===== src/logic/tchr_pkg.sv =====
package tchr_pkg;
    localparam int NUM_CH    = 16;
    localparam int HALF_CH   = 8;
    localparam int FLD_W     = 2;
    localparam int ADDR_W    = 24;
    localparam int DATA_W    = 16;

    // Register byte addresses
    localparam logic [23:0] ADDR_IRQ_ENABLE = 24'h30400a;
    localparam logic [23:0] ADDR_HSQ_HIGH   = 24'h304014;
    localparam logic [23:0] ADDR_HSQ_LOW    = 24'h304016;
    localparam logic [23:0] ADDR_PRIO_HIGH  = 24'h30401c;
    localparam logic [23:0] ADDR_PRIO_LOW   = 24'h30401e;
    localparam logic [23:0] ADDR_IRQ_FLAGS  = 24'h304020;
    localparam logic [23:0] ADDR_IRQ_FLAGS1 = 24'h304021;

    localparam logic [15:0] RST_REG  = 16'h0000;
    localparam logic [1:0]  PRIO_OFF = 2'h0;
    localparam logic [1:0]  PRIO_LOW = 2'h1;
    localparam logic [1:0]  PRIO_MED = 2'h2;
    localparam logic [1:0]  PRIO_HI  = 2'h3;

    // Byte lanes of the 16-bit host bus
    localparam logic [1:0]  BE_FULL  = 2'h3;
    localparam logic [15:0] LANE_ALL = 16'hffff;
    localparam logic [15:0] LANE_HI  = 16'hff00;
    localparam logic [15:0] LANE_LO  = 16'h00ff;

    // Seven-slot scheduler frame
    localparam logic [2:0] FRAME_LAST = 3'h6;

    typedef enum logic [1:0] {
        TCHR_SLOT_HI  = 2'b00,
        TCHR_SLOT_MED = 2'b01,
        TCHR_SLOT_LOW = 2'b10
    } tchr_slot_t;

    typedef struct packed {
        logic [23:0] addr;
        logic [15:0] wdata;
        logic [1:0]  byte_en;
        logic        wr;
        logic        rd;
    } tchr_req_t;
endpackage


===== src/logic/tchr_regs.sv =====
// Local design decision: the address-and-strobe port.
`timescale 1ns/10ps
module tchr_regs (
    // Clock and reset
    input  wire logic                ref_clk,
    input  wire logic                reset,
    // Host register port
    input  wire tchr_pkg::tchr_req_t host_req,
    output logic [15:0]              host_rdata,
    output logic                     host_err,
    // Microcode side
    input  wire logic [15:0]         flag_set,
    input  wire logic [15:0]         routine_busy,
    output logic [31:0]              host_sequence,
    output logic [15:0]              chan_enabled,
    output logic [3:0]               sched_chan,
    output logic                     sched_valid,
    // Interrupt
    output logic                     irq
);
    logic [15:0] host_sequence_high;
    logic [15:0] host_sequence_low;
    logic [15:0] channel_priority_high;
    logic [15:0] channel_priority_low;
    logic [15:0] channel_irq_enable;
    logic [15:0] channel_irq_flags;
    logic [15:0] flags_seen;
    logic [2:0]  frame_pos;
    logic [3:0]  rr_ptr;
    logic [31:0] prio_all;
    logic [15:0] next_enabled;
    logic [15:0] prio_nonzero;
    logic        full_wr;
    logic        flag_acc;
    logic [15:0] lane_mask;
    logic        next_err;
    tchr_pkg::tchr_slot_t slot_class;
    logic [1:0]  want_code;
    logic [3:0]  next_chan;
    logic        next_valid;

    assign prio_all = {channel_priority_high, channel_priority_low};
    assign full_wr  = host_req.byte_en == tchr_pkg::BE_FULL;
    assign flag_acc = host_req.addr == tchr_pkg::ADDR_IRQ_FLAGS ||
                      host_req.addr == tchr_pkg::ADDR_IRQ_FLAGS1;

    // Odd address selects the low byte lane (big-endian bus)
    always_comb begin
        if (host_req.addr == tchr_pkg::ADDR_IRQ_FLAGS1) begin
            lane_mask = tchr_pkg::LANE_LO;
        end else if (full_wr) begin
            lane_mask = tchr_pkg::LANE_ALL;
        end else if (host_req.byte_en[1]) begin
            lane_mask = tchr_pkg::LANE_HI;
        end else begin
            lane_mask = tchr_pkg::LANE_LO;
        end
    end

    always_comb begin
        next_err = 1'b0;
        if ((host_req.wr || host_req.rd) && !flag_acc && !full_wr) begin
            next_err = 1'b1;
        end
    end

    always_ff @(posedge ref_clk) begin
        if (reset) begin
            host_sequence_high <= tchr_pkg::RST_REG;
            host_sequence_low  <= tchr_pkg::RST_REG;
        end else if (host_req.wr && full_wr) begin
            if (host_req.addr == tchr_pkg::ADDR_HSQ_HIGH) begin
                host_sequence_high <= host_req.wdata;
            end
            if (host_req.addr == tchr_pkg::ADDR_HSQ_LOW) begin
                host_sequence_low <= host_req.wdata;
            end
        end
    end

    always_ff @(posedge ref_clk) begin
        if (reset) begin
            channel_priority_high <= tchr_pkg::RST_REG;
            channel_priority_low  <= tchr_pkg::RST_REG;
        end else if (host_req.wr && full_wr) begin
            if (host_req.addr == tchr_pkg::ADDR_PRIO_HIGH) begin
                channel_priority_high <= host_req.wdata;
            end
            if (host_req.addr == tchr_pkg::ADDR_PRIO_LOW) begin
                channel_priority_low <= host_req.wdata;
            end
        end
    end

    always_ff @(posedge ref_clk) begin
        if (reset) begin
            channel_irq_enable <= tchr_pkg::RST_REG;
        end else if (host_req.wr && full_wr && host_req.addr == tchr_pkg::ADDR_IRQ_ENABLE) begin
            channel_irq_enable <= host_req.wdata;
        end
    end

    // remember flags seen set by a read
    always_ff @(posedge ref_clk) begin
        if (reset) begin
            flags_seen <= tchr_pkg::RST_REG;
        end else if (host_req.rd && flag_acc) begin
            flags_seen <= (flags_seen & ~lane_mask) | (channel_irq_flags & lane_mask);
        end
    end

    // microcode sets flags, set wins over clear
    always_ff @(posedge ref_clk) begin
        if (reset) begin
            channel_irq_flags <= tchr_pkg::RST_REG;
        end else if (host_req.wr && flag_acc) begin
            channel_irq_flags <= (channel_irq_flags & ~(lane_mask & ~host_req.wdata & flags_seen)) | flag_set;
        end else begin
            channel_irq_flags <= channel_irq_flags | flag_set;
        end
    end

    always_ff @(posedge ref_clk) begin
        if (reset) begin
            irq <= 1'b0;
        end else begin
            irq <= |(channel_irq_flags & channel_irq_enable);
        end
    end

    // Read data one cycle after the strobe
    always_ff @(posedge ref_clk) begin
        if (reset) begin
            host_rdata <= tchr_pkg::RST_REG;
            host_err   <= 1'b0;
        end else begin
            host_rdata <= tchr_pkg::RST_REG;
            host_err   <= next_err;
            if (host_req.rd && !next_err) begin
                case (host_req.addr)
                    tchr_pkg::ADDR_IRQ_ENABLE: host_rdata <= channel_irq_enable;
                    tchr_pkg::ADDR_HSQ_HIGH:   host_rdata <= host_sequence_high;
                    tchr_pkg::ADDR_HSQ_LOW:    host_rdata <= host_sequence_low;
                    tchr_pkg::ADDR_PRIO_HIGH:  host_rdata <= channel_priority_high;
                    tchr_pkg::ADDR_PRIO_LOW:   host_rdata <= channel_priority_low;
                    tchr_pkg::ADDR_IRQ_FLAGS:  host_rdata <= channel_irq_flags & lane_mask;
                    tchr_pkg::ADDR_IRQ_FLAGS1: host_rdata <= channel_irq_flags & lane_mask;
                    default:                   host_rdata <= tchr_pkg::RST_REG;
                endcase
            end
        end
    end

    always_comb begin
        for (int i = 0; i < tchr_pkg::NUM_CH; i++) begin
            prio_nonzero[i] = prio_all[2*i +: 2] != tchr_pkg::PRIO_OFF;
            next_enabled[i] = prio_nonzero[i] || (chan_enabled[i] && routine_busy[i]);
        end
    end

    always_ff @(posedge ref_clk) begin
        if (reset) begin
            chan_enabled  <= tchr_pkg::RST_REG;
            host_sequence <= 32'h00000000;
        end else begin
            chan_enabled  <= next_enabled;
            host_sequence <= {host_sequence_high, host_sequence_low};
        end
    end

    // slot class within frame of seven
    always_comb begin
        case (frame_pos)
            3'h0, 3'h2, 3'h4, 3'h6: slot_class = tchr_pkg::TCHR_SLOT_HI;
            3'h1, 3'h5:             slot_class = tchr_pkg::TCHR_SLOT_MED;
            3'h3:                   slot_class = tchr_pkg::TCHR_SLOT_LOW;
            default:                slot_class = tchr_pkg::TCHR_SLOT_HI;
        endcase
    end

    always_comb begin
        case (slot_class)
            tchr_pkg::TCHR_SLOT_HI:  want_code = tchr_pkg::PRIO_HI;
            tchr_pkg::TCHR_SLOT_MED: want_code = tchr_pkg::PRIO_MED;
            tchr_pkg::TCHR_SLOT_LOW: want_code = tchr_pkg::PRIO_LOW;
            default:                 want_code = tchr_pkg::PRIO_HI;
        endcase
    end

    // Round robin within the class; disabled channels never chosen
    always_comb begin
        logic [3:0] idx;
        idx        = 4'h0;
        next_chan  = 4'h0;
        next_valid = 1'b0;
        for (int k = tchr_pkg::NUM_CH - 1; k >= 0; k--) begin
            idx = rr_ptr + 4'(k);
            if (prio_all[2*idx +: 2] == want_code) begin
                next_chan  = idx;
                next_valid = 1'b1;
            end
        end
    end

    always_ff @(posedge ref_clk) begin
        if (reset) begin
            frame_pos   <= 3'h0;
            rr_ptr      <= 4'h0;
            sched_chan  <= 4'h0;
            sched_valid <= 1'b0;
        end else begin
            frame_pos   <= (frame_pos == tchr_pkg::FRAME_LAST) ? 3'h0 : frame_pos + 3'h1;
            sched_chan  <= next_chan;
            sched_valid <= next_valid;
            if (next_valid) begin
                rr_ptr <= next_chan + 4'h1;
            end
        end
    end

    chk_irq_follows: assert property (@(posedge ref_clk) disable iff (reset)
        ##1 irq == |($past(channel_irq_flags) & $past(channel_irq_enable)))
        else $error("irq does not match enabled flags");

    chk_prio_reset: assert property (@(posedge ref_clk)
        $fell(reset) |-> channel_priority_high == 16'h0000 && channel_priority_low == 16'h0000)
        else $error("priority not zero after reset");

    chk_flag_noread: assert property (@(posedge ref_clk) disable iff (reset)
        (host_req.wr && flag_acc && !host_req.rd && (flags_seen & channel_irq_flags) == 16'h0000)
        |=> (channel_irq_flags & $past(channel_irq_flags)) == $past(channel_irq_flags))
        else $error("flag cleared without prior read");

    chk_flag_set_wins: assert property (@(posedge ref_clk) disable iff (reset)
        |flag_set |=> (channel_irq_flags & $past(flag_set)) == $past(flag_set))
        else $error("flag set lost");

    chk_write_one_keeps: assert property (@(posedge ref_clk) disable iff (reset)
        (host_req.wr && flag_acc && host_req.wdata == 16'hffff)
        |=> (channel_irq_flags & $past(channel_irq_flags)) == $past(channel_irq_flags))
        else $error("writing ones cleared a flag");

    chk_prio_readback: assert property (@(posedge ref_clk) disable iff (reset)
        (host_req.wr && full_wr && host_req.addr == tchr_pkg::ADDR_PRIO_LOW) ##1 !host_req.wr ##1
        (host_req.rd && full_wr && host_req.addr == tchr_pkg::ADDR_PRIO_LOW && !host_req.wr)
        |=> host_rdata == $past(host_req.wdata, 3))
        else $error("priority readback mismatch");

    chk_sched_class: assert property (@(posedge ref_clk) disable iff (reset)
        sched_valid |-> prio_all[2*sched_chan +: 2] != tchr_pkg::PRIO_OFF || $changed(prio_all))
        else $error("disabled channel scheduled");

    chk_byte_error: assert property (@(posedge ref_clk) disable iff (reset)
        (host_req.wr && !full_wr && host_req.addr == tchr_pkg::ADDR_HSQ_LOW) |=> host_err && $stable(host_sequence_low))
        else $error("byte write accepted on word register");

    chk_busy_hold: assert property (@(posedge ref_clk) disable iff (reset)
        (chan_enabled & routine_busy) != 16'h0000
        |=> (chan_enabled & $past(chan_enabled & routine_busy)) == $past(chan_enabled & routine_busy))
        else $error("channel stopped during routine");

    chk_seq_low_write: assert property (@(posedge ref_clk) disable iff (reset)
        (host_req.wr && full_wr && host_req.addr == tchr_pkg::ADDR_HSQ_LOW) |=> host_sequence_low == $past(host_req.wdata))
        else $error("low sequence write lost");

    chk_seq_high_write: assert property (@(posedge ref_clk) disable iff (reset)
        (host_req.wr && full_wr && host_req.addr == tchr_pkg::ADDR_HSQ_HIGH) |=> host_sequence_high == $past(host_req.wdata))
        else $error("high sequence write lost");

    chk_prio_low_write: assert property (@(posedge ref_clk) disable iff (reset)
        (host_req.wr && full_wr && host_req.addr == tchr_pkg::ADDR_PRIO_LOW) |=> channel_priority_low == $past(host_req.wdata))
        else $error("low priority write lost");

    chk_prio_high_write: assert property (@(posedge ref_clk) disable iff (reset)
        (host_req.wr && full_wr && host_req.addr == tchr_pkg::ADDR_PRIO_HIGH) |=> channel_priority_high == $past(host_req.wdata))
        else $error("high priority write lost");

    chk_enable_write: assert property (@(posedge ref_clk) disable iff (reset)
        (host_req.wr && full_wr && host_req.addr == tchr_pkg::ADDR_IRQ_ENABLE) |=> channel_irq_enable == $past(host_req.wdata))
        else $error("interrupt enable write lost");

    chk_enable_byte_drop: assert property (@(posedge ref_clk) disable iff (reset)
        (host_req.wr && !full_wr && host_req.addr == tchr_pkg::ADDR_IRQ_ENABLE) |=> host_err && $stable(channel_irq_enable))
        else $error("byte write accepted on enable register");

    chk_seq_high_byte: assert property (@(posedge ref_clk) disable iff (reset)
        (host_req.wr && !full_wr && host_req.addr == tchr_pkg::ADDR_HSQ_HIGH) |=> host_err && $stable(host_sequence_high))
        else $error("byte write accepted on sequence register");

    chk_flag_byte_ok: assert property (@(posedge ref_clk) disable iff (reset)
        ((host_req.wr || host_req.rd) && flag_acc) |=> !host_err)
        else $error("status access flagged as error");

    chk_rdata_idle: assert property (@(posedge ref_clk) disable iff (reset)
        !host_req.rd |=> host_rdata == 16'h0000)
        else $error("read data not zero outside read");

    chk_enable_on: assert property (@(posedge ref_clk) disable iff (reset)
        ##1 (chan_enabled & $past(prio_nonzero)) == $past(prio_nonzero))
        else $error("prioritised channel not enabled");

    chk_disable_idle: assert property (@(posedge ref_clk) disable iff (reset)
        ##1 (chan_enabled & $past(~prio_nonzero & ~routine_busy)) == 16'h0000)
        else $error("idle disabled channel still enabled");

    chk_irq_masked: assert property (@(posedge ref_clk) disable iff (reset)
        (channel_irq_flags & channel_irq_enable) == 16'h0000 |=> !irq)
        else $error("irq raised by masked flag");

    chk_flag_sticky: assert property (@(posedge ref_clk) disable iff (reset)
        !(host_req.wr && flag_acc) |=> (channel_irq_flags & $past(channel_irq_flags)) == $past(channel_irq_flags))
        else $error("flag dropped without status write");

    chk_sched_code: assert property (@(posedge ref_clk) disable iff (reset)
        sched_valid && $stable(prio_all) |-> prio_all[2*sched_chan +: 2] == $past(want_code))
        else $error("grant priority does not match slot");

    chk_frame_wrap: assert property (@(posedge ref_clk) disable iff (reset)
        frame_pos == tchr_pkg::FRAME_LAST |=> frame_pos == 3'h0)
        else $error("scheduler frame not seven slots");

    chk_hsq_copy: assert property (@(posedge ref_clk) disable iff (reset)
        ##1 host_sequence == $past({host_sequence_high, host_sequence_low}))
        else $error("sequence copy to microcode wrong");
endmodule


===== config.mk =====
export PLATFORM = sky130hd
export DESIGN_NAME = tchr_regs
export DESIGN_NICKNAME = d
export VERILOG_FILES = /design/src/logic/tchr_pkg.sv /design/src/logic/tchr_regs.sv
export SDC_FILE = /design/constraint.sdc
export NUM_CORES = 1
export LEC_CHECK = 0
export BUFFER_PORTS_ARGS = -buffer_cell sky130_fd_sc_hd__buf_2
export CAP_MARGIN = 20
export CORE_MARGIN = 2
export CORE_UTILIZATION = 50
export DETAILED_ROUTE_END_ITERATION = 8
export PLACE_DENSITY = 0.75
export SETUP_SLACK_MARGIN = 0.5
export SYNTH_ARGS = -nofsm -noshare
export SYNTH_HDL_FRONTEND = slang
export SYNTH_SLANG_ARGS = --single-unit
export TNS_END_PERCENT = 10

===== constraint.sdc =====
create_clock -name ref_clk -period 6.6 [get_ports ref_clk]
set_input_delay 0 -clock ref_clk [delete_from_list [all_inputs] [get_ports ref_clk]]
set_output_delay 0 -clock ref_clk [all_outputs]
set_load 0.01 [all_outputs]

==> flow_summary.toml <==
[outcome]
status = "complete, no violations"

[clocking]
cts_tree = "built"
clk_latency_ps = 450
clock_path_buffers = 2
clk_pin_slew_ps = 80
cts_sinks = 190
cts_root_buf = "clkbuf_16"
cts_buffers = 17
htree_levels = 4

[synth]
synth_adder_area_share_pct = 1.39
synth_largest_area_cell = "dfxtp_1"
netlist_area_sq_um = 10800
synth-edff-count = 0
synth_top_flop_cell = "dfxtp_1"
syn_nets = 1288
synthMuxAreaShare_pct = 18.5
ys_ff_latch = 190
synthTopCellsByArea = "dfxtp_1 35%, mux4_2 13%, nand2_1 7.9%"
yosysWarnings = 0
avgSynthCellArea_sq_um = 9.02
yosysTopAreaCellShare_pct = 35.2
synth-seq-area-share_pct = 35.2
synth-simple-area-share_pct = 20.9
syn-instance-count = 1198
synth_compound_area_share_pct = 17.7
synth_top_family_by_area = "simple AND/OR/NAND/NOR gates"
yosysMostFrequentCell = "nand2_1"
synth_top_cells_by_count = "226 x nand2_1, 190 x dfxtp_1, 143 x a21oi_1"
synth.distinct_cells = 72
async_flop_share_pct = 0
synth-xor-area-share_pct = 2.00

[setup_path]
end_kind = "flop"
rr_endpoint = "rr_ptr[3]"
critPathCapture = "rr_ptr[3]"
reg2regPathDepth = 13
r2r_setup_slack_ps = 1760
worstPathRequired_ps = 6880
startpoint = "rr_ptr[1]"
start_kind = "flop"
cp_max_fo = 19
r2r_start = "rr_ptr[1]"
worstPathArrival_ps = 5130
crit_type = "reg2reg"

[cells_and_area]
multi_input_comb_area_sq_um = 6540
antenna-diode-count = 0
fin_nets = 1441
drive_above_1_share_pct = 21.8
seq_area_sq_um = 3800
syn_to_final_growth_pct = 18.3
fillers = 1753
stdcell_area_sq_um = 12800

[power_and_ir_drop]
ir_drop_mv = 0.212
report.power.total_mw = 3.66
power_density_nw_per_um2 = 287
p_leak_nw = 4.80

[sta]
slew_viol_final = 0
fin_hold_ws_ps = 32.0
period_needed_ps = 4840
rsz0062_at_grt = "no"
finalWorstSetupSlack_ps = 1760
setup_tns_ps = 0
min_period_over_period_pct = 73.4
hold_viol_final = 0
finClkSkew_ps = 16.8
worst_pin_slew_ps = 1050
setup_viol = 0
fmax_mhz = 206
slew_headroom_pct = 29.5

[routing]
vias_per_cell = 6.33
detail_route.wl_per_cell_um = 21.2
ant_nets = 0
drt-initial-drc-count = 1076
drt-total-wl_um = 34700
via_count = 10380
drt-pass1-iter-count = 6
drc_errors = 0

[place]
place_area_sq_um = 11600
post-place-ws_ps = 1860
place.gp.congestion = 0.966
dp_hpwl_um = 24700
io_buffers = 148

[grt]
grt_max_degree = 97
antenna_found_initial = 0
grt_use_total_pct = 30.9
grt_overflow_total = 0
grt_pass1_wl_um = 54000
grt_pass1_vias = 9926

[floorplanning]
core_area_sq_um = 21100
rows = 53
dieArea_sq_um = 22800
start_util_pct = 51.2
die-width_um = 151
fp.dieH_um = 151
pin_count = 149

[hold_path]
hp-class = "in2reg"
worstHoldStart = "host_req[0]"

[flow_run]
maxCapViolCount = 0
## per-stage QoR
| step | std cells | util (%) |
|---|---|---|
| after floorplan | 1198 | - |
| after global placement | 1553 | 55.1 |
| after detailed placement | 1553 | 55.1 |
| after CTS | 1639 | 60.6 |
| after global routing | 1639 | 60.6 |
| final | 1639 | 60.6 |
## worst min-delay path by stage
stage          slack, ps  cells past startpoint                    to
2_1_floorplan        120                      2  channel_irq_flags[0]
3_3_place_gp         210                      3  channel_irq_flags[6]
3_5_place_dp         220                      3  channel_irq_flags[5]
4_1_cts               10                      3                  flop
5_1_grt               30                      3                  flop
6_report              30                      3                  flop
## critical path, cell delays in order, from the launching register on
cell	delay, ps
dfxtp_1	330
inv_1	120
ha_1	860
clkinv_1	560
mux4_2	570
mux2i_1	220
a21boi_0	160
a22oi_1	660
mux2i_1	160
o31ai_1	410
a31oi_1	170
o21ai_2	200
xnor2_1	160
a21oi_1	80
## state kept, by name (all words and copies together) (netlist names), named ones only
| name | flops |
|---|---|
| chan_enabled | 16 |
| channel_irq_enable | 16 |
| channel_irq_flags | 16 |
| channel_priority_high | 16 |
| channel_priority_low | 16 |
| frame_pos | 3 |
| host_err | 1 |
| host_rdata | 16 |
| host_sequence | 32 |
| host_sequence_high | 16 |
| host_sequence_low | 16 |
| irq | 1 |
| rr_ptr | 4 |
| sched_chan | 4 |
| sched_valid | 1 |
## where the power goes
group          total [mW]  switching (mW)  leakage, nW  internal [mW]
logic                1.39           0.843         2.96          0.545
clock network        1.06           0.526        0.299          0.531
registers            1.22          0.0385         1.54           1.18
## cells in the final DEF, fill, tap and decap left out, types with 8 or more instances in the layout
cell type / n
ha_1: 12
xnor2_1: 17
nand3_1: 38
o21ai_0: 12
a211oi_1: 23
mux2i_1: 16
o211ai_1: 11
a31oi_1: 9
nand2_1: 226
a222oi_1: 16
nand3b_1: 21
nor2_1: 58
dlygate4sd3_1: 54
inv_1: 19
and2_1: 11
buf_4: 15
nand4_1: 10
nor2b_1: 46
a21oi_1: 143
nor3b_1: 8
clkbuf_16: 17
and3_1: 12
nand2b_1: 9
dfxtp_1: 190
mux4_2: 62
mux2_2: 23
a22oi_1: 20
buf_2: 147
## cell type report
cell class / instances / share of cell area (%)
Clock buffer: 18 / 3.44
Inverter: 21 / 0.617
Clock inverter: 14 / 1.44
Multi-Input combinational cell: 905 / 51.2
Sequential cell: 190 / 29.8
Timing Repair Buffer: 216 / 10.9
Tap cell: 275 / 2.69
## per-layer routing
| layer | track usage, % | part of all wire, % | up-vias |
|---|---|---|---|
| met2 | 50.7 | 48 | 601 |
| met1 | 38.7 | 38 | 4938 |
| met4 | 16.8 | 4.9 | 0 |
| met5 | 0 | 0 | - |
| li1 | - | - | 4714 |
| met3 | 5.54 | 8.8 | 127 |
## cell families (layout without fill, tap and decap cells)
| family | count (synthesis) | in the layout |
|---|---|---|
| compound gates | 290 | 290 |
| xor+xnor | 23 | 23 |
| fa+ha+maj | 12 | 12 |
| buf+inv | 103 | 269 |
| flops | 190 | 190 |
| mux | 108 | 108 |
| simple gates | 472 | 472 |
## repair_timing
| item | 4_1_cts | 5_1_grt |
|---|---|---|
| hold endpoints to repair | 113 | 0 |
| gates resized for setup | 0 | 0 |
| setup buffers | 0 | 0 |
| hold buffers | 54 | 0 |
Note: power is estimated with default switching activity, not from simulation.
